$ cat src/ident_page_pkg.sv
// Constants and carrier types for the identify parameter page generator
package ident_page_pkg;

	// ----------------------------------------------------------------
	// Software register offsets (word addresses on the plain port)
	// ----------------------------------------------------------------
	localparam int unsigned ADDR_W = 8;
	localparam logic [7:0] REG_STATUS = 8'h00;
	localparam logic [7:0] REG_TOTAL_LO = 8'h01;
	localparam logic [7:0] REG_TOTAL_HI = 8'h02;
	localparam logic [7:0] REG_CYL = 8'h03;
	localparam logic [7:0] REG_HEADS = 8'h04;
	localparam logic [7:0] REG_SPT = 8'h05;
	localparam logic [7:0] REG_MULTSEC = 8'h06;
	localparam logic [7:0] REG_MDMA_SEL = 8'h07;
	localparam logic [7:0] REG_SATA_EN = 8'h08;
	localparam logic [7:0] REG_SERIAL_BASE = 8'h10;
	localparam logic [7:0] REG_MODEL_BASE = 8'h20;
	localparam int unsigned SERIAL_WORDS = 10;
	localparam int unsigned MODEL_WORDS = 20;
	localparam int unsigned STR_WORDS = 30;

	// ----------------------------------------------------------------
	// Page word indices
	// ----------------------------------------------------------------
	localparam logic [7:0] W_CONFIG = 8'h00;
	localparam logic [7:0] W_CYL = 8'h01;
	localparam logic [7:0] W_HEADS = 8'h03;
	localparam logic [7:0] W_SPT = 8'h06;
	localparam logic [7:0] W_TOTAL_LO = 8'h07;
	localparam logic [7:0] W_TOTAL_HI = 8'h08;
	localparam logic [7:0] W_SERIAL_FIRST = 8'h0a;
	localparam logic [7:0] W_SERIAL_LAST = 8'h13;
	localparam logic [7:0] W_MODEL_FIRST = 8'h1b;
	localparam logic [7:0] W_MODEL_LAST = 8'h2e;
	localparam logic [7:0] W_CAP49 = 8'h31;
	localparam logic [7:0] W_CAP50 = 8'h32;
	localparam logic [7:0] W_PIO_LEGACY = 8'h33;
	localparam logic [7:0] W_VALID = 8'h35;
	localparam logic [7:0] W_CUR_CYL = 8'h36;
	localparam logic [7:0] W_CUR_HEADS = 8'h37;
	localparam logic [7:0] W_CUR_SPT = 8'h38;
	localparam logic [7:0] W_CUR_CAP_LO = 8'h39;
	localparam logic [7:0] W_CUR_CAP_HI = 8'h3a;
	localparam logic [7:0] W_MULTSEC = 8'h3b;
	localparam logic [7:0] W_LBA_LO = 8'h3c;
	localparam logic [7:0] W_LBA_HI = 8'h3d;
	localparam logic [7:0] W_MDMA = 8'h3f;
	localparam logic [7:0] W_PIO_ADV = 8'h40;
	localparam logic [7:0] W_MDMA_MIN = 8'h41;
	localparam logic [7:0] W_MDMA_REC = 8'h42;
	localparam logic [7:0] W_PIO_MIN = 8'h43;
	localparam logic [7:0] W_PIO_IORDY = 8'h44;
	localparam logic [7:0] W_FORM = 8'h45;
	localparam logic [7:0] W_QUEUE = 8'h4b;
	localparam logic [7:0] W_SATA_CAP = 8'h4c;
	localparam logic [7:0] W_SATA_SUP = 8'h4e;
	localparam logic [7:0] W_SATA_EN = 8'h4f;
	localparam logic [7:0] W_INTEGRITY = 8'hff;

	// ----------------------------------------------------------------
	// Fixed field values
	// ----------------------------------------------------------------
	localparam logic [15:0] CONFIG_VAL = 16'h045a;
	localparam logic [15:0] CAP49_VAL = 16'h0f00;
	localparam logic [15:0] CAP50_VAL = 16'h0001;
	localparam logic [15:0] PIO_LEGACY_VAL = 16'h0200;
	localparam logic [15:0] VALID_VAL = 16'h0007;
	localparam logic [7:0] MDMA_SUP_VAL = 8'h07;
	localparam logic [15:0] PIO_ADV_VAL = 16'h0003;
	localparam logic [15:0] CYCLE_NS = 16'h0078;
	localparam logic [15:0] FORM_VAL = 16'h8000;
	localparam logic [15:0] MULTSEC_VALID = 16'h0100;
	localparam logic [15:0] SATA_FIELD_MASK = 16'h007e;
	localparam logic [15:0] QUEUE_FIELD_MASK = 16'h001f;
	localparam logic [7:0] SIGNATURE = 8'ha5;
	localparam logic [15:0] PAD_CHARS = 16'h2020;
	localparam logic [1:0] MDMA_NONE = 2'h3;

	// ----------------------------------------------------------------
	// Carrier types
	// ----------------------------------------------------------------
	typedef struct packed {
		logic wr;
		logic rd;
		logic [ADDR_W-1:0] addr;
		logic [15:0] wdata;
	} busReq_t;

	typedef struct packed {
		logic valid;
		logic last;
		logic [7:0] index;
		logic [15:0] data;
	} pageBeat_t;

	typedef struct packed {
		logic busy;
		logic [7:0] idx;
		logic [7:0] sum;
		pageBeat_t beat;
		logic [15:0] rdata;
		logic [31:0] totalSectors;
		logic [15:0] cyl;
		logic [15:0] heads;
		logic [15:0] spt;
		logic multSec;
		logic [1:0] mdmaSel;
		logic [5:0] sataEn;
		logic [STR_WORDS-1:0][15:0] str;
	} state_t;

endpackage : ident_page_pkg

$ cat src/identify_parameter_page.sv
// Identify parameter page generator with its configuration registers
//
// What this block does
// RULE1: Word 0 returns general configuration 045Ah, bit 6 marking non-removable.
// RULE2: Words 7-8 hold total sector count, equal to first invalid block address.
// RULE3: Words 10-19 carry serial number, right justified, padded with 20h bytes.
// RULE4: Words 27-46 carry model number, left justified, padded with 20h bytes.
// RULE5: Word 49: bit 13 zero; bits 11,10,9,8 report ready, disable, LBA, DMA.
// RULE6: Word 50 bit 0 is one: vendor minimum standby timer.
// RULE7: Word 51 upper byte reports legacy PIO mode value 02h.
// RULE8: Word 53 bits 0,1,2 all one: words 54-58, 64-70, 88 valid.
// RULE9: Words 57-58 equal cylinders times heads times sectors per track.
// RULE10: Word 59: bits 15-9 zero, bit 8 one, low byte 00h or 01h.
// RULE11: Word 63 upper byte one-hot selected multiword DMA mode, bits 15-11 zero.
// RULE12: Word 63 lower byte reports supported multiword DMA modes 0 to 2.
// RULE13: Word 64 reports PIO modes 3 and 4 supported, bits 7-2 zero.
// RULE14: Word 65 minimum multiword DMA cycle in ns, not below fastest mode.
// RULE15: Word 66 recommended multiword DMA cycle, not below word 65.
// RULE16: Word 67 PIO cycle without flow control, not below word 68.
// RULE17: Word 68 PIO cycle with flow control, fastest supported PIO mode.
// RULE18: Word 69 bit 15 one: removable card form factor supported.
// RULE19: Word 75 bits 4:0 queue depth minus one, bits 15:5 zero.
// RULE20: Word 76 flags link capabilities; bit 0 zero.
// RULE21: Word 78 bits 6-1 report link features supported; others zero.
// RULE22: Word 79 mirrors word 78 for enabled features; others zero.
// RULE23: Word 255 low byte A5h, upper byte makes the page checksum zero.
// RULE24: Page goes out as 256 consecutive words from 0; undefined words zero.
`timescale 1ns/1ps

module identify_parameter_page import ident_page_pkg::*; #(
	parameter int unsigned QUEUE_DEPTH = 32,
	parameter logic [15:0] SATA_CAP = 16'h0706,
	parameter logic [15:0] SATA_SUPPORT = 16'h0000
) (
	input wire logic clk,
	input wire logic resetn,
	input wire busReq_t busReq,
	output logic [15:0] busRdata,
	input wire logic identifyStart,
	input wire logic pageReady,
	output pageBeat_t pageBeat,
	output logic pageBusy
);

	// ----------------------------------------------------------------
	// Helpers
	// ----------------------------------------------------------------
	function automatic logic [31:0] curCapacity(input state_t s);
		logic [47:0] prod;
		prod = 48'(s.cyl) * 48'(s.heads) * 48'(s.spt);
		curCapacity = prod[31:0];
	endfunction : curCapacity

	function automatic logic [7:0] byteSum(input logic [15:0] w);
		byteSum = w[15:8] + w[7:0];
	endfunction : byteSum

	localparam logic [15:0] QUEUE_VAL = 16'(QUEUE_DEPTH - 1) & QUEUE_FIELD_MASK;
	localparam logic [15:0] SATA_SUP_VAL = SATA_SUPPORT & SATA_FIELD_MASK;

	function automatic logic [15:0] pageWord(input state_t s);
		logic [31:0] cap;
		logic [7:0] sel;
		logic [7:0] i;
		i = s.idx;
		cap = curCapacity(s);
		sel = (s.mdmaSel == MDMA_NONE) ? 8'h00 : (8'h01 << s.mdmaSel);
		pageWord = 16'h0000; // RULE24
		if (i >= W_SERIAL_FIRST && i <= W_SERIAL_LAST) begin
			pageWord = s.str[5'(i - W_SERIAL_FIRST)]; // RULE3
		end else if (i >= W_MODEL_FIRST && i <= W_MODEL_LAST) begin
			pageWord = s.str[5'(i - W_MODEL_FIRST + 8'(SERIAL_WORDS))]; // RULE4
		end else begin
			case (i)
				W_CONFIG: pageWord = CONFIG_VAL; // RULE1
				W_CYL, W_CUR_CYL: pageWord = s.cyl;
				W_HEADS, W_CUR_HEADS: pageWord = s.heads;
				W_SPT, W_CUR_SPT: pageWord = s.spt;
				W_TOTAL_LO, W_LBA_LO: pageWord = s.totalSectors[15:0]; // RULE2
				W_TOTAL_HI, W_LBA_HI: pageWord = s.totalSectors[31:16]; // RULE2
				W_CAP49: pageWord = CAP49_VAL; // RULE5
				W_CAP50: pageWord = CAP50_VAL; // RULE6
				W_PIO_LEGACY: pageWord = PIO_LEGACY_VAL; // RULE7
				W_VALID: pageWord = VALID_VAL; // RULE8
				W_CUR_CAP_LO: pageWord = cap[15:0]; // RULE9
				W_CUR_CAP_HI: pageWord = cap[31:16]; // RULE9
				W_MULTSEC: pageWord = MULTSEC_VALID | {15'h0000, s.multSec}; // RULE10
				W_MDMA: pageWord = {sel, MDMA_SUP_VAL}; // RULE11 RULE12
				W_PIO_ADV: pageWord = PIO_ADV_VAL; // RULE13
				W_MDMA_MIN: pageWord = CYCLE_NS; // RULE14
				W_MDMA_REC: pageWord = CYCLE_NS; // RULE15
				W_PIO_MIN: pageWord = CYCLE_NS; // RULE16
				W_PIO_IORDY: pageWord = CYCLE_NS; // RULE17
				W_FORM: pageWord = FORM_VAL; // RULE18
				W_QUEUE: pageWord = QUEUE_VAL; // RULE19
				W_SATA_CAP: pageWord = SATA_CAP & 16'hfffe; // RULE20
				W_SATA_SUP: pageWord = SATA_SUP_VAL; // RULE21
				W_SATA_EN: pageWord = {9'h000, s.sataEn, 1'b0} & SATA_SUP_VAL; // RULE22
				// Upper byte brings the byte sum of all 512 bytes to zero
				W_INTEGRITY: pageWord = {8'h00 - (s.sum + SIGNATURE), SIGNATURE}; // RULE23
				default: pageWord = 16'h0000;
			endcase
		end
	endfunction : pageWord

	// ----------------------------------------------------------------
	// State
	// ----------------------------------------------------------------
	state_t st_ff;
	state_t nxt_st;

	always_comb begin
		logic [15:0] word;
		logic load;
		logic [7:0] a;
		word = 16'h0000;
		load = 1'b0;
		a = busReq.addr;
		nxt_st = st_ff;

		// Beat leaves when the host takes it; refill in the same cycle
		if (st_ff.beat.valid && pageReady) begin
			nxt_st.beat.valid = 1'b0;
		end
		if (st_ff.busy && (!st_ff.beat.valid || pageReady)) begin
			load = 1'b1;
		end
		if (load) begin
			word = pageWord(st_ff);
			nxt_st.beat.valid = 1'b1;
			nxt_st.beat.index = st_ff.idx;
			nxt_st.beat.data = word;
			nxt_st.beat.last = (st_ff.idx == W_INTEGRITY);
			nxt_st.sum = st_ff.sum + byteSum(word);
			nxt_st.idx = st_ff.idx + 8'h01; // RULE24
			if (st_ff.idx == W_INTEGRITY) begin
				nxt_st.busy = 1'b0;
			end
		end
		// A start while a page is in flight is ignored
		if (identifyStart && !st_ff.busy) begin
			nxt_st.busy = 1'b1;
			nxt_st.idx = W_CONFIG; // RULE24
			nxt_st.sum = 8'h00;
		end

		// Register writes
		if (busReq.wr) begin
			if (a >= REG_SERIAL_BASE && a < REG_SERIAL_BASE + 8'(SERIAL_WORDS)) begin
				nxt_st.str[5'(a - REG_SERIAL_BASE)] = busReq.wdata; // RULE3
			end else if (a >= REG_MODEL_BASE && a < REG_MODEL_BASE + 8'(MODEL_WORDS)) begin
				nxt_st.str[5'(a - REG_MODEL_BASE + 8'(SERIAL_WORDS))] = busReq.wdata; // RULE4
			end else begin
				case (a)
					REG_TOTAL_LO: nxt_st.totalSectors[15:0] = busReq.wdata;
					REG_TOTAL_HI: nxt_st.totalSectors[31:16] = busReq.wdata;
					REG_CYL: nxt_st.cyl = busReq.wdata;
					REG_HEADS: nxt_st.heads = busReq.wdata;
					REG_SPT: nxt_st.spt = busReq.wdata;
					REG_MULTSEC: nxt_st.multSec = busReq.wdata[0]; // RULE10
					REG_MDMA_SEL: nxt_st.mdmaSel = busReq.wdata[1:0]; // RULE11
					REG_SATA_EN: nxt_st.sataEn = busReq.wdata[6:1]; // RULE22
					default: ;
				endcase
			end
		end

		// Register reads; unmapped addresses read zero
		nxt_st.rdata = 16'h0000;
		if (busReq.rd) begin
			if (a >= REG_SERIAL_BASE && a < REG_SERIAL_BASE + 8'(SERIAL_WORDS)) begin
				nxt_st.rdata = st_ff.str[5'(a - REG_SERIAL_BASE)];
			end else if (a >= REG_MODEL_BASE && a < REG_MODEL_BASE + 8'(MODEL_WORDS)) begin
				nxt_st.rdata = st_ff.str[5'(a - REG_MODEL_BASE + 8'(SERIAL_WORDS))];
			end else begin
				case (a)
					REG_STATUS: nxt_st.rdata = {7'h00, st_ff.busy, st_ff.idx};
					REG_TOTAL_LO: nxt_st.rdata = st_ff.totalSectors[15:0];
					REG_TOTAL_HI: nxt_st.rdata = st_ff.totalSectors[31:16];
					REG_CYL: nxt_st.rdata = st_ff.cyl;
					REG_HEADS: nxt_st.rdata = st_ff.heads;
					REG_SPT: nxt_st.rdata = st_ff.spt;
					REG_MULTSEC: nxt_st.rdata = {15'h0000, st_ff.multSec};
					REG_MDMA_SEL: nxt_st.rdata = {14'h0000, st_ff.mdmaSel};
					REG_SATA_EN: nxt_st.rdata = {9'h000, st_ff.sataEn, 1'b0};
					default: nxt_st.rdata = 16'h0000;
				endcase
			end
		end
	end

	always_ff @(posedge clk or negedge resetn) begin
		if (!resetn) begin
			st_ff <= '0;
			st_ff.str <= {STR_WORDS{PAD_CHARS}}; // RULE3 RULE4
			st_ff.mdmaSel <= MDMA_NONE;
			st_ff.multSec <= 1'b1;
		end else begin
			st_ff <= nxt_st;
		end
	end

	assign busRdata = st_ff.rdata;
	assign pageBeat = st_ff.beat;
	assign pageBusy = st_ff.busy;

	// ----------------------------------------------------------------
	// Checks
	// ----------------------------------------------------------------
	logic [7:0] chkSum_ff;
	logic [15:0] mdmaMin_ff;
	logic [15:0] pioMin_ff;
	logic [15:0] sataSup_ff;
	logic [31:0] chkCap;

	assign chkCap = curCapacity(st_ff);

	always_ff @(posedge clk or negedge resetn) begin
		if (!resetn) begin
			chkSum_ff <= 8'h00;
			mdmaMin_ff <= 16'h0000;
			pioMin_ff <= 16'h0000;
			sataSup_ff <= 16'h0000;
		end else if (pageBeat.valid && pageReady) begin
			chkSum_ff <= (pageBeat.last) ? 8'h00 : chkSum_ff + byteSum(pageBeat.data);
			if (pageBeat.index == W_MDMA_MIN) mdmaMin_ff <= pageBeat.data;
			if (pageBeat.index == W_PIO_MIN) pioMin_ff <= pageBeat.data;
			if (pageBeat.index == W_SATA_SUP) sataSup_ff <= pageBeat.data;
		end
	end

	a_word0_value: assert property (@(posedge clk) disable iff (!resetn) // RULE1
		pageBeat.valid && pageBeat.index == W_CONFIG |-> pageBeat.data == 16'h045a && pageBeat.data[6])
		else $error("word 0 wrong");

	a_total_sectors: assert property (@(posedge clk) disable iff (!resetn) // RULE2
		pageBeat.valid && pageBeat.index == W_TOTAL_HI |-> pageBeat.data == st_ff.totalSectors[31:16])
		else $error("total sectors high word wrong");

	a_total_low: assert property (@(posedge clk) disable iff (!resetn) // RULE2
		pageBeat.valid && pageBeat.index == W_TOTAL_LO
		|-> pageBeat.data == st_ff.totalSectors[15:0])
		else $error("total sectors low word wrong");

	a_string_fields: assert property (@(posedge clk) disable iff (!resetn) // RULE3
		pageBeat.valid && pageBeat.index >= W_SERIAL_FIRST && pageBeat.index <= W_SERIAL_LAST
		|-> pageBeat.data == st_ff.str[5'(pageBeat.index - W_SERIAL_FIRST)])
		else $error("string field wrong");

	a_serial_first: assert property (@(posedge clk) disable iff (!resetn) // RULE3
		pageBeat.valid && pageBeat.index == W_SERIAL_FIRST |-> pageBeat.data == st_ff.str[0])
		else $error("serial word wrong");

	a_model_last: assert property (@(posedge clk) disable iff (!resetn) // RULE4
		pageBeat.valid && pageBeat.index == W_MODEL_LAST |-> pageBeat.data == st_ff.str[STR_WORDS-1])
		else $error("model word wrong");

	a_model_words: assert property (@(posedge clk) disable iff (!resetn) // RULE4
		pageBeat.valid && pageBeat.index >= W_MODEL_FIRST && pageBeat.index <= W_MODEL_LAST
		|-> pageBeat.data == st_ff.str[5'(pageBeat.index - W_MODEL_FIRST + 8'(SERIAL_WORDS))])
		else $error("model string word wrong");

	a_cap_flags: assert property (@(posedge clk) disable iff (!resetn) // RULE5
		pageBeat.valid && pageBeat.index == W_CAP49 |-> !pageBeat.data[13] && pageBeat.data[11:8] == 4'hf)
		else $error("word 49 wrong");

	a_standby_min: assert property (@(posedge clk) disable iff (!resetn) // RULE6
		pageBeat.valid && pageBeat.index == W_CAP50 |-> pageBeat.data[0])
		else $error("word 50 bit 0 clear");

	a_pio_legacy: assert property (@(posedge clk) disable iff (!resetn) // RULE7
		pageBeat.valid && pageBeat.index == W_PIO_LEGACY |-> pageBeat.data[15:8] == 8'h02)
		else $error("word 51 wrong");

	a_validity_flags: assert property (@(posedge clk) disable iff (!resetn) // RULE8
		pageBeat.valid && pageBeat.index == W_VALID |-> pageBeat.data[2:0] == 3'h7)
		else $error("word 53 flags wrong");

	a_cur_capacity: assert property (@(posedge clk) disable iff (!resetn) // RULE9
		pageBeat.valid && pageBeat.index == W_CUR_CAP_LO |-> pageBeat.data == chkCap[15:0])
		else $error("current capacity wrong");

	a_cap_high: assert property (@(posedge clk) disable iff (!resetn) // RULE9
		pageBeat.valid && pageBeat.index == W_CUR_CAP_HI
		|-> pageBeat.data == chkCap[31:16])
		else $error("current capacity high word wrong");

	a_cur_geometry: assert property (@(posedge clk) disable iff (!resetn) // RULE9
		pageBeat.valid && pageBeat.index == W_CUR_SPT
		|-> pageBeat.data == st_ff.spt)
		else $error("current sectors per track wrong");

	a_multsec_word: assert property (@(posedge clk) disable iff (!resetn) // RULE10
		pageBeat.valid && pageBeat.index == W_MULTSEC |-> pageBeat.data[15:8] == 8'h01 && pageBeat.data[7:1] == 7'h00)
		else $error("word 59 wrong");

	a_mdma_word: assert property (@(posedge clk) disable iff (!resetn) // RULE11
		pageBeat.valid && pageBeat.index == W_MDMA |-> $onehot0(pageBeat.data[15:8]) && pageBeat.data[15:11] == 5'h00 && pageBeat.data[7:3] == 5'h00)
		else $error("word 63 wrong");

	a_mdma_support: assert property (@(posedge clk) disable iff (!resetn) // RULE12
		pageBeat.valid && pageBeat.index == W_MDMA
		|-> pageBeat.data[7:0] == 8'h07)
		else $error("word 63 support field wrong");

	a_pio_adv: assert property (@(posedge clk) disable iff (!resetn) // RULE13
		pageBeat.valid && pageBeat.index == W_PIO_ADV |-> pageBeat.data == 16'h0003)
		else $error("word 64 wrong");

	a_mdma_min: assert property (@(posedge clk) disable iff (!resetn) // RULE14
		pageBeat.valid && pageBeat.index == W_MDMA_MIN
		|-> pageBeat.data != 16'h0000)
		else $error("word 65 zero");

	a_mdma_order: assert property (@(posedge clk) disable iff (!resetn) // RULE15
		pageBeat.valid && pageBeat.index == W_MDMA_REC |-> pageBeat.data >= mdmaMin_ff)
		else $error("word 66 below word 65");

	a_pio_order: assert property (@(posedge clk) disable iff (!resetn) // RULE16
		pageBeat.valid && pageBeat.index == W_PIO_IORDY
		|-> pageBeat.data <= pioMin_ff && pioMin_ff != 16'h0000)
		else $error("word 67 below word 68");

	a_pio_iordy: assert property (@(posedge clk) disable iff (!resetn) // RULE17
		pageBeat.valid && pageBeat.index == W_PIO_IORDY
		|-> pageBeat.data == CYCLE_NS)
		else $error("word 68 wrong");

	a_form_factor: assert property (@(posedge clk) disable iff (!resetn) // RULE18
		pageBeat.valid && pageBeat.index == W_FORM |-> pageBeat.data[15])
		else $error("word 69 bit 15 clear");

	a_queue_depth: assert property (@(posedge clk) disable iff (!resetn) // RULE19
		pageBeat.valid && pageBeat.index == W_QUEUE |-> pageBeat.data == 16'(QUEUE_DEPTH - 1))
		else $error("queue depth wrong");

	a_link_cap: assert property (@(posedge clk) disable iff (!resetn) // RULE20
		pageBeat.valid && pageBeat.index == W_SATA_CAP |-> !pageBeat.data[0])
		else $error("word 76 bit 0 set");

	a_link_support: assert property (@(posedge clk) disable iff (!resetn) // RULE21
		pageBeat.valid && pageBeat.index == W_SATA_SUP
		|-> pageBeat.data[15:7] == 9'h000 && !pageBeat.data[0])
		else $error("word 78 reserved bits set");

	a_link_enabled: assert property (@(posedge clk) disable iff (!resetn) // RULE22
		pageBeat.valid && pageBeat.index == W_SATA_EN |-> (pageBeat.data & ~sataSup_ff) == 16'h0000)
		else $error("word 79 beyond word 78");

	a_integrity_sum: assert property (@(posedge clk) disable iff (!resetn) // RULE23
		pageBeat.valid && pageBeat.last |-> pageBeat.data[7:0] == 8'ha5 && 8'(chkSum_ff + byteSum(pageBeat.data)) == 8'h00)
		else $error("integrity word wrong");

	a_index_step: assert property (@(posedge clk) disable iff (!resetn) // RULE24
		pageBeat.valid && pageReady && !pageBeat.last |=> pageBeat.valid && pageBeat.index == $past(pageBeat.index) + 8'h01)
		else $error("page words not consecutive");

	a_start_first: assert property (@(posedge clk) disable iff (!resetn) // RULE24
		identifyStart && !pageBusy && !pageBeat.valid |=> ##1 pageBeat.valid && pageBeat.index == 8'h00)
		else $error("page does not start at word 0");

	// ----------------------------------------------------------------
	// Stream checks
	// ----------------------------------------------------------------
	a_reserved_zero: assert property (@(posedge clk) disable iff (!resetn) // RULE24
		pageBeat.valid && pageBeat.index > W_SATA_EN && pageBeat.index < W_INTEGRITY
		|-> pageBeat.data == 16'h0000)
		else $error("reserved word not zero");

	a_last_flag: assert property (@(posedge clk) disable iff (!resetn) // RULE24
		pageBeat.valid
		|-> pageBeat.last == (pageBeat.index == W_INTEGRITY))
		else $error("last flag misplaced");

	// A stalled beat must not change under the host
	a_beat_hold: assert property (@(posedge clk) disable iff (!resetn) // RULE24
		pageBeat.valid && !pageReady
		|=> pageBeat.valid && $stable(pageBeat.index) && $stable(pageBeat.data))
		else $error("stalled beat changed");

endmodule : identify_parameter_page

$ cat config.mk
export PLATFORM = sky130hd
export DESIGN_NAME = identify_parameter_page
export DESIGN_NICKNAME = d
export VERILOG_FILES = /design/src/ident_page_pkg.sv /design/src/identify_parameter_page.sv
export SDC_FILE = /design/constraint.sdc
export NUM_CORES = 2
export LEC_CHECK = 0
export ABC_AREA = 0
export BUFFER_PORTS_ARGS = -buffer_cell sky130_fd_sc_hd__buf_2
export CAP_MARGIN = 40
export CORE_MARGIN = 4
export CORE_UTILIZATION = 43
export CTS_BUF_LIST = sky130_fd_sc_hd__clkbuf_8
export DETAILED_ROUTE_END_ITERATION = 10
export GPL_TIMING_DRIVEN = 0
export PLACE_DENSITY = 0.6
export REMOVE_ABC_BUFFERS = 1
export SLEW_MARGIN = 15
export SYNTH_ARGS = -nofsm -noshare
export SYNTH_HDL_FRONTEND = slang
export SYNTH_SLANG_ARGS = --single-unit
$ cat constraint.sdc
create_clock -name clk -period 14.1 [get_ports clk]
set_clock_uncertainty 0.2 [all_clocks]
set_input_delay 2.115 -clock clk [delete_from_list [all_inputs] [get_ports clk]]
set_output_delay 2.115 -clock clk [all_outputs]
set_load 0.01 [all_outputs]
# [Word-level counts from Yosys, hierarchy flattened]
# Index checks and enable logic that the tools add are counted.
[op_classes] multipliers=2 n_eq_ne=36 div_mod_pow=0 n_lt_le_gt_ge=14 n_bitwise=2 n_mux=30 n_addsub=11 n_reduce_logical=34 shift=1
[ops] op="$bwmux W480" count=2
[ops] op="$mux W480" count=2
[ops] op="$bmux W16 S5" count=4
[ops] op="$pmux W16 S20" count=1
[ops] op="$mux W16" count=12
[ops] op="$demux W16 S5" count=2
[ops] op="$pmux W16 S9" count=1
[ops] op="$eq A8 B6 Y1 const B" count=13
[ops] op="$eq A8 B7 Y1 const B" count=8
[ops] op="$eq A8 B3 Y1 const B" count=6
[ops] op="$mux W43" count=1
[ops] op="$mul A16 B16 Y32" count=1
[ops] op="$mul A32 B16 Y32" count=1
[ops] op="$reduce_and A4 Y1" count=8
[ops] op="$eq A8 B2 Y1 const B" count=3
[ops] op="$lt A5 B6 Y1 const B" count=4
[ops] op="$mux W17" count=1
[ops] op="$add A8 B8 Y8" count=2
[ops] op="$eq A8 B1 Y1 const B" count=2
[ops] op="$eq A8 B4 Y1 const B" count=2
[ops] op="$ge A8 B5 Y1 const B" count=2
[ops] op="$logic_not A8 Y1" count=2
[ops] op="$add A5 B4 Y5 const B" count=2
[ops] op="$ge A5 B1 Y1 const B" count=2
[ops] op="other kinds (25)" count=46
[word_totals] word_cells=176 romBits=0 input_bits=30 output_inout_bits=43 latchBits=0 mem_count=0 reg_bits=628 ram_bits=0

# [Depth between registers and ports, before layout]
[depth] depth_word=11 ltp_mapped=57

# [Worst setup path after synthesis]
# Ideal clock, no wire load.
[synth_timing] kind="flip-flop to flip-flop" from="register st_ff[506] (netlist bit)" to="register st_ff[618] (netlist bit)" n_path_buf=4 arrival_ns=13.375 path_slack_ns=0.443 setup_ns=0.082 t_required_ns=13.818 stages_incl_launch_ff=52 path_cell_list="dfrtp_1 > clkbuf_1 > clkbuf_1 > nand2_1 > fa_1 > fa_1 > fa_1 > fa_1 > inv_1 > fa_1 > inv_1 > fa_1 > inv_1 > ha_1 > clkbuf_1 > a21oi_1 > o21ai_0 > and3_1 > [... 16 more ...] > a221o_1 > inv_1 > a2bb2oi_1 > a311oi_1 > o21ai_0 > nor3b_1 > a2bb2oi_1 > fa_1 > ha_1 > fa_1 > a21o_1 > a21oi_1 > o21bai_1 > a21oi_1 > xnor2_1 > xnor2_1 > or3_1 > a31oi_1"
[synth_via] elab_chain_cells=10
[synth_lines] item="start, declared" line="identify_parameter_page.sv:109" source="state_t st_ff;"
[synth_lines] item="start signal, assigned" line="identify_parameter_page.sv:199" source="st_ff <= nxt_st;"
[synth_lines] item="$mul A16 B16 Y32"
[synth_lines] item="$mul A32 B16 Y32"
[synth_lines] item="$pmux W16 S20 *" line="identify_parameter_page.sv:74" source="case (i)"
[synth_lines] item="$mux W16 *" line="identify_parameter_page.sv:71" source="end else if (i >= W_MODEL_FIRST && i <= W_MODEL_LAST) begin"
[synth_lines] item="$mux W16 *" line="identify_parameter_page.sv:69" source="if (i >= W_SERIAL_FIRST && i <= W_SERIAL_LAST) begin"
[synth_lines] item="$mux W16 *" line="identify_parameter_page.sv:128" source="if (load) begin"
[synth_lines] item="$add A8 B8 Y8 *" line="identify_parameter_page.sv:55" source="byteSum = w[15:8] + w[7:0];"
[synth_lines] item="$add A8 B8 Y8 *" line="identify_parameter_page.sv:134" source="nxt_st.sum = st_ff.sum + byteSum(word);"
[synth_lines] item="$mux W43 *" line="identify_parameter_page.sv:128"
[synth_lines] item="$mux W17 *" line="identify_parameter_page.sv:141" source="if (identifyStart && !st_ff.busy) begin"
# Mark *: on every way between the ends. The rest lies on a longest branch, timed or not. The select of a mux whose other input is x is not followed.
# A chain may end at the register's enable or synchronous reset.

# [Worst setup path in the final report]
[layout_timing] from="register st_ff[509] (netlist bit)" to="register st_ff[618] (netlist bit)"
# The elaborated chain is that of the path after synthesis.

==> reports/qor.yml <==
cts:
  cts_num_sinks: 628
  cts-root-to-sink-buffers: 3
  cts.reportedPaths.clkPinSlew_ns: 0.07
  cts_htree_levels: 3
  cts_hold_repair.buffers: 0
  worstSkewPairLatency_ns: 0.77
  cts_tree: "built"
  ctsRootBufferMaster: "clkbuf_8"
  cts-buffers-inserted: 104
setup_path:
  worst_setup_path_startpoint: "st_ff[509]"
  crit_path_max_incr_delay_ns: 0.59
  r2r_setup_slack_ns: 0.29
  r2r-start: "st_ff[509]"
  slowest_stage_cell_crit_path: "fa_1"
  critPathLaunchType: "flop"
  cell_depth_of_the_worst_flop_to_flop_path: 56
  critPathMaxFanout: 6
  timing.critical_path.required_ns: 14.57
  cell_repeated_most_along_the_worst_path: "fa_1"
  critical_path.reg2reg.endpoint: "st_ff[618]"
  worstSetupEndpointType: "flop"
  worstPathArrival_ns: 14.28
  critical_path_type: "reg2reg"
global_route:
  vias_in_the_first_global_route: 46900
  grt_util_all_layers_pct: 27.3
  antenna_found_initial: 22
  globalRoute.totalOverflow: 0
  grt_first_pass_wirelength_um: 302000
  grt_start_max_net_pins: 106
placement:
  globalplace.congestion: 0.916
  dpl_worst_slack_ns: -2.22
  buffer_ports.inserted: 72
  dp.final_hpwl_um: 142000
logic_synthesis:
  synthesis.yosys.warnings: 0
  postSynthRegisterBits: 628
  synthCells: 5547
  netlist_area_um2: 60000
  synth-edff-count: 0
  ys.flop_type: "dfrtp_1"
  synth-seq-area-share_pct: 26.3
  avgSynthCellArea_um2: 10.8
  ys_types: 82
  postSynth.asyncResetShare_pct: 100
min_path:
  tightest_hold_check_type: "reg2reg"
  end_of_the_worst_hold_path: "pageBeat[21]"
  whs_path_depth: 2
  timing.hold.worst.start: "pageBeat[21]"
drt:
  drt-wirelength-per-cell_um: 26.9
  vias_per_cell: 6.17
  detail-route-antenna-nets: 0
  detail_route.first_pass.iterations: 6
  num_vias: 45800
  drc_errors: 0
  finalWirelength_um: 200000
  drt_iter0_drc: 4654
pwr:
  power.combinational.fraction_pct: 44.2
  internal-power_mw: 4.05
  part_of_the_total_power_dissipated_in_the_clock_network_pct: 24.8
  power.switching_mw: 2.91
  netSwitchingFraction_pct: 41.8
  flop_pwr_share_pct: 31.0
  vdd_drop_max_v: 0.000195
  power.leakage_nw: 29.7
  cellPowerDensity_nw_per_um2: 103
timing:
  layout_setup_ws_ns: 0.293
  number_of_hold_slack_violations_in_the_final_timing_report: 0
  tightest_slew_ns: 1.11
  finalSetupTns_ns: 0
  timing_max_transition_violations_final: 0
  maximum_clock_frequency_mhz: 72.4
  number_of_setup_violations_in_the_final_report: 0
  hold_ws_ns: 0.277
  period_utilisation_layout_pct: 97.9
  timing.final.crit_period_ns: 13.81
  worst_rel_slew_slack_pct: 26.1
floorplanning:
  full_die_area_um2: 146000
  io_pins: 73
  placementRows: 136
  die_x_um: 382
  initial_cell_density_of_the_core_pct: 43.5
  die_height_um: 382
  placeableCoreArea_um2: 138000
final_layout:
  net_count_of_the_finished_layout: 6192
  relative_area_change_from_synthesis_to_final_layout_pct: 12.9
  layout.core_utilization_pct: 49.1
  post_route_cells_drive_above_1_share_pct: 30.1
outcome:
  result_of_the_run: "finished clean"
job:
  max_cap_viol_count: 0
## flip-flops by register name, summed over array words and instances, names as in the netlist
signal and cells:
st_ff 585, pageBusy 1, pageBeat 26, busRdata 16
## critical path, delay by kind of cell, from the launching register on
kind	cells	cell delay [ns]
compound gates	11	1.80
simple gates	10	1.93
buf+inv	15	1.24
flops	1	0.57
fa+ha+maj	16	7.36
xor+xnor	4	0.59
## layout by cell type (no fill, tap or decap), types with 34 or more instances in the layout
| cell type | instances |
|---|---|
| clkbuf_8 | 134 |
| mux4_2 | 404 |
| nand2_1 | 678 |
| a21oi_1 | 118 |
| buf_2 | 78 |
| buf_16 | 60 |
| ha_1 | 164 |
| mux2i_1 | 85 |
| dfrtp_1 | 527 |
| mux2_2 | 524 |
| o21ai_0 | 178 |
| and2_1 | 276 |
| inv_1 | 630 |
| a211oi_1 | 35 |
| nor2_1 | 129 |
| xnor2_1 | 42 |
| a22oi_1 | 43 |
| dfstp_2 | 63 |
| fa_1 | 501 |
| buf_4 | 75 |
| nor3_1 | 34 |
| a31oi_1 | 34 |
| nand3_1 | 60 |
## power groups by stage
stage	clock network (mW)	registers [mW]	logic [mW]
3_3_place_gp	0	2.30	2.52
5_1_grt	1.82	2.18	3.20
6_report	1.72	2.16	3.08
2_1_floorplan	0	2.18	1.47
4_1_cts	1.74	2.15	2.95
3_5_place_dp	0	2.18	2.90
## stage by stage
step                cells  total power [mW]  instance area (um2)
CTS                  7385              6.85                67000
finish               7427              6.96                67800
floorplan            5071              3.65                58000
detailed placement   7154              5.08                64000
global placement     7006              4.82                60700
global route         7424              7.20                67700
## layout make-up
type,count,area (um2)
diodes,4,10.0
clock buffers,134,1840
clock inverters,61,368
fillers,12300,70200
inverters,605,2270
multi-input cells,3838,41300
flip-flops and latches,628,15900
well taps,1863,2330
repair buffers,294,3790
## cell families (layout without fill, tap and decap cells)
logic type	Yosys count	in the layout	share of synthesized area [%]
AND/OR/NAND/NOR	1363	1363	10.5
buffers and inverters	1081	1094	7.06
multiplexers	1014	1014	26.5
adder cells (fa/ha/maj)	691	691	20.7
AO/OA/AOI/OAI	674	674	7.30
flip-flops	628	628	26.3
XOR/XNOR	96	96	1.57
other	0	4	0
## cells in the mapped netlist (7+ instances only)
cell type  number  area share, %
a211oi_1       36           0.45
a21o_1         37           0.46
a21oi_1       136            1.1
a221oi_1       34           0.50
a222oi_1       15           0.25
a22o_1          8           0.12
a22oi_1        44           0.55
a311oi_1       13           0.19
a31oi_1        36           0.38
and2_1        281            2.9
and3_1         32           0.33
buf_1          42           0.26
buf_2           9          0.075
buf_4          43           0.54
clkbuf_1      381            2.4
dfrtp_1       565             24
dfstp_2        63            2.8
fa_1          506             17
ha_1          185            3.9
inv_1         603            3.8
mux2_2        524            9.8
mux2i_1        85            1.4
mux4_2        404             15
nand2_1       694            4.3
nand2b_1       31           0.32
nand3_1        66           0.55
nand4_1        12           0.13
nor2_1        152           0.95
nor2b_1        14           0.15
nor3_1         38           0.32
o2111ai_1       8           0.12
o211ai_1       21           0.26
o21ai_0       183            1.5
o22ai_1        19           0.20
o31ai_1        13           0.16
or2_2           8          0.083
or3_1           7          0.073
xnor2_1        60           0.88
xor2_1         29           0.42
## per-layer routing
metal / wire length [um] / up-vias / GRT usage [%]
li1: - / 19000 / -
met1: 77200 / 23900 / 35.6
met2: 92600 / 2383 / 43.3
met3: 19200 / 562 / 6.55
met4: 10700 / 10 / 12.7
met5: 49 / - / 0
## worst max-delay path by stage
| stage | end | cells after the start |
|---|---|---|
| final | st_ff[618] | 56 |
| after global routing | st_ff[618] | 55 |
| after CTS | st_ff[618] | 53 |
| after detailed placement | st_ff[618] | 45 |
| after global placement | st_ff[618] | 20 |
| after floorplan | st_ff[618] | 21 |
## what timing repair did
action	in CTS	in global routing
setup endpoints to repair	9	2
gates resized for setup	108	83
pin swaps	23	64
buffers inserted	36	29
Note: power is estimated with default switching activity, not from simulation.
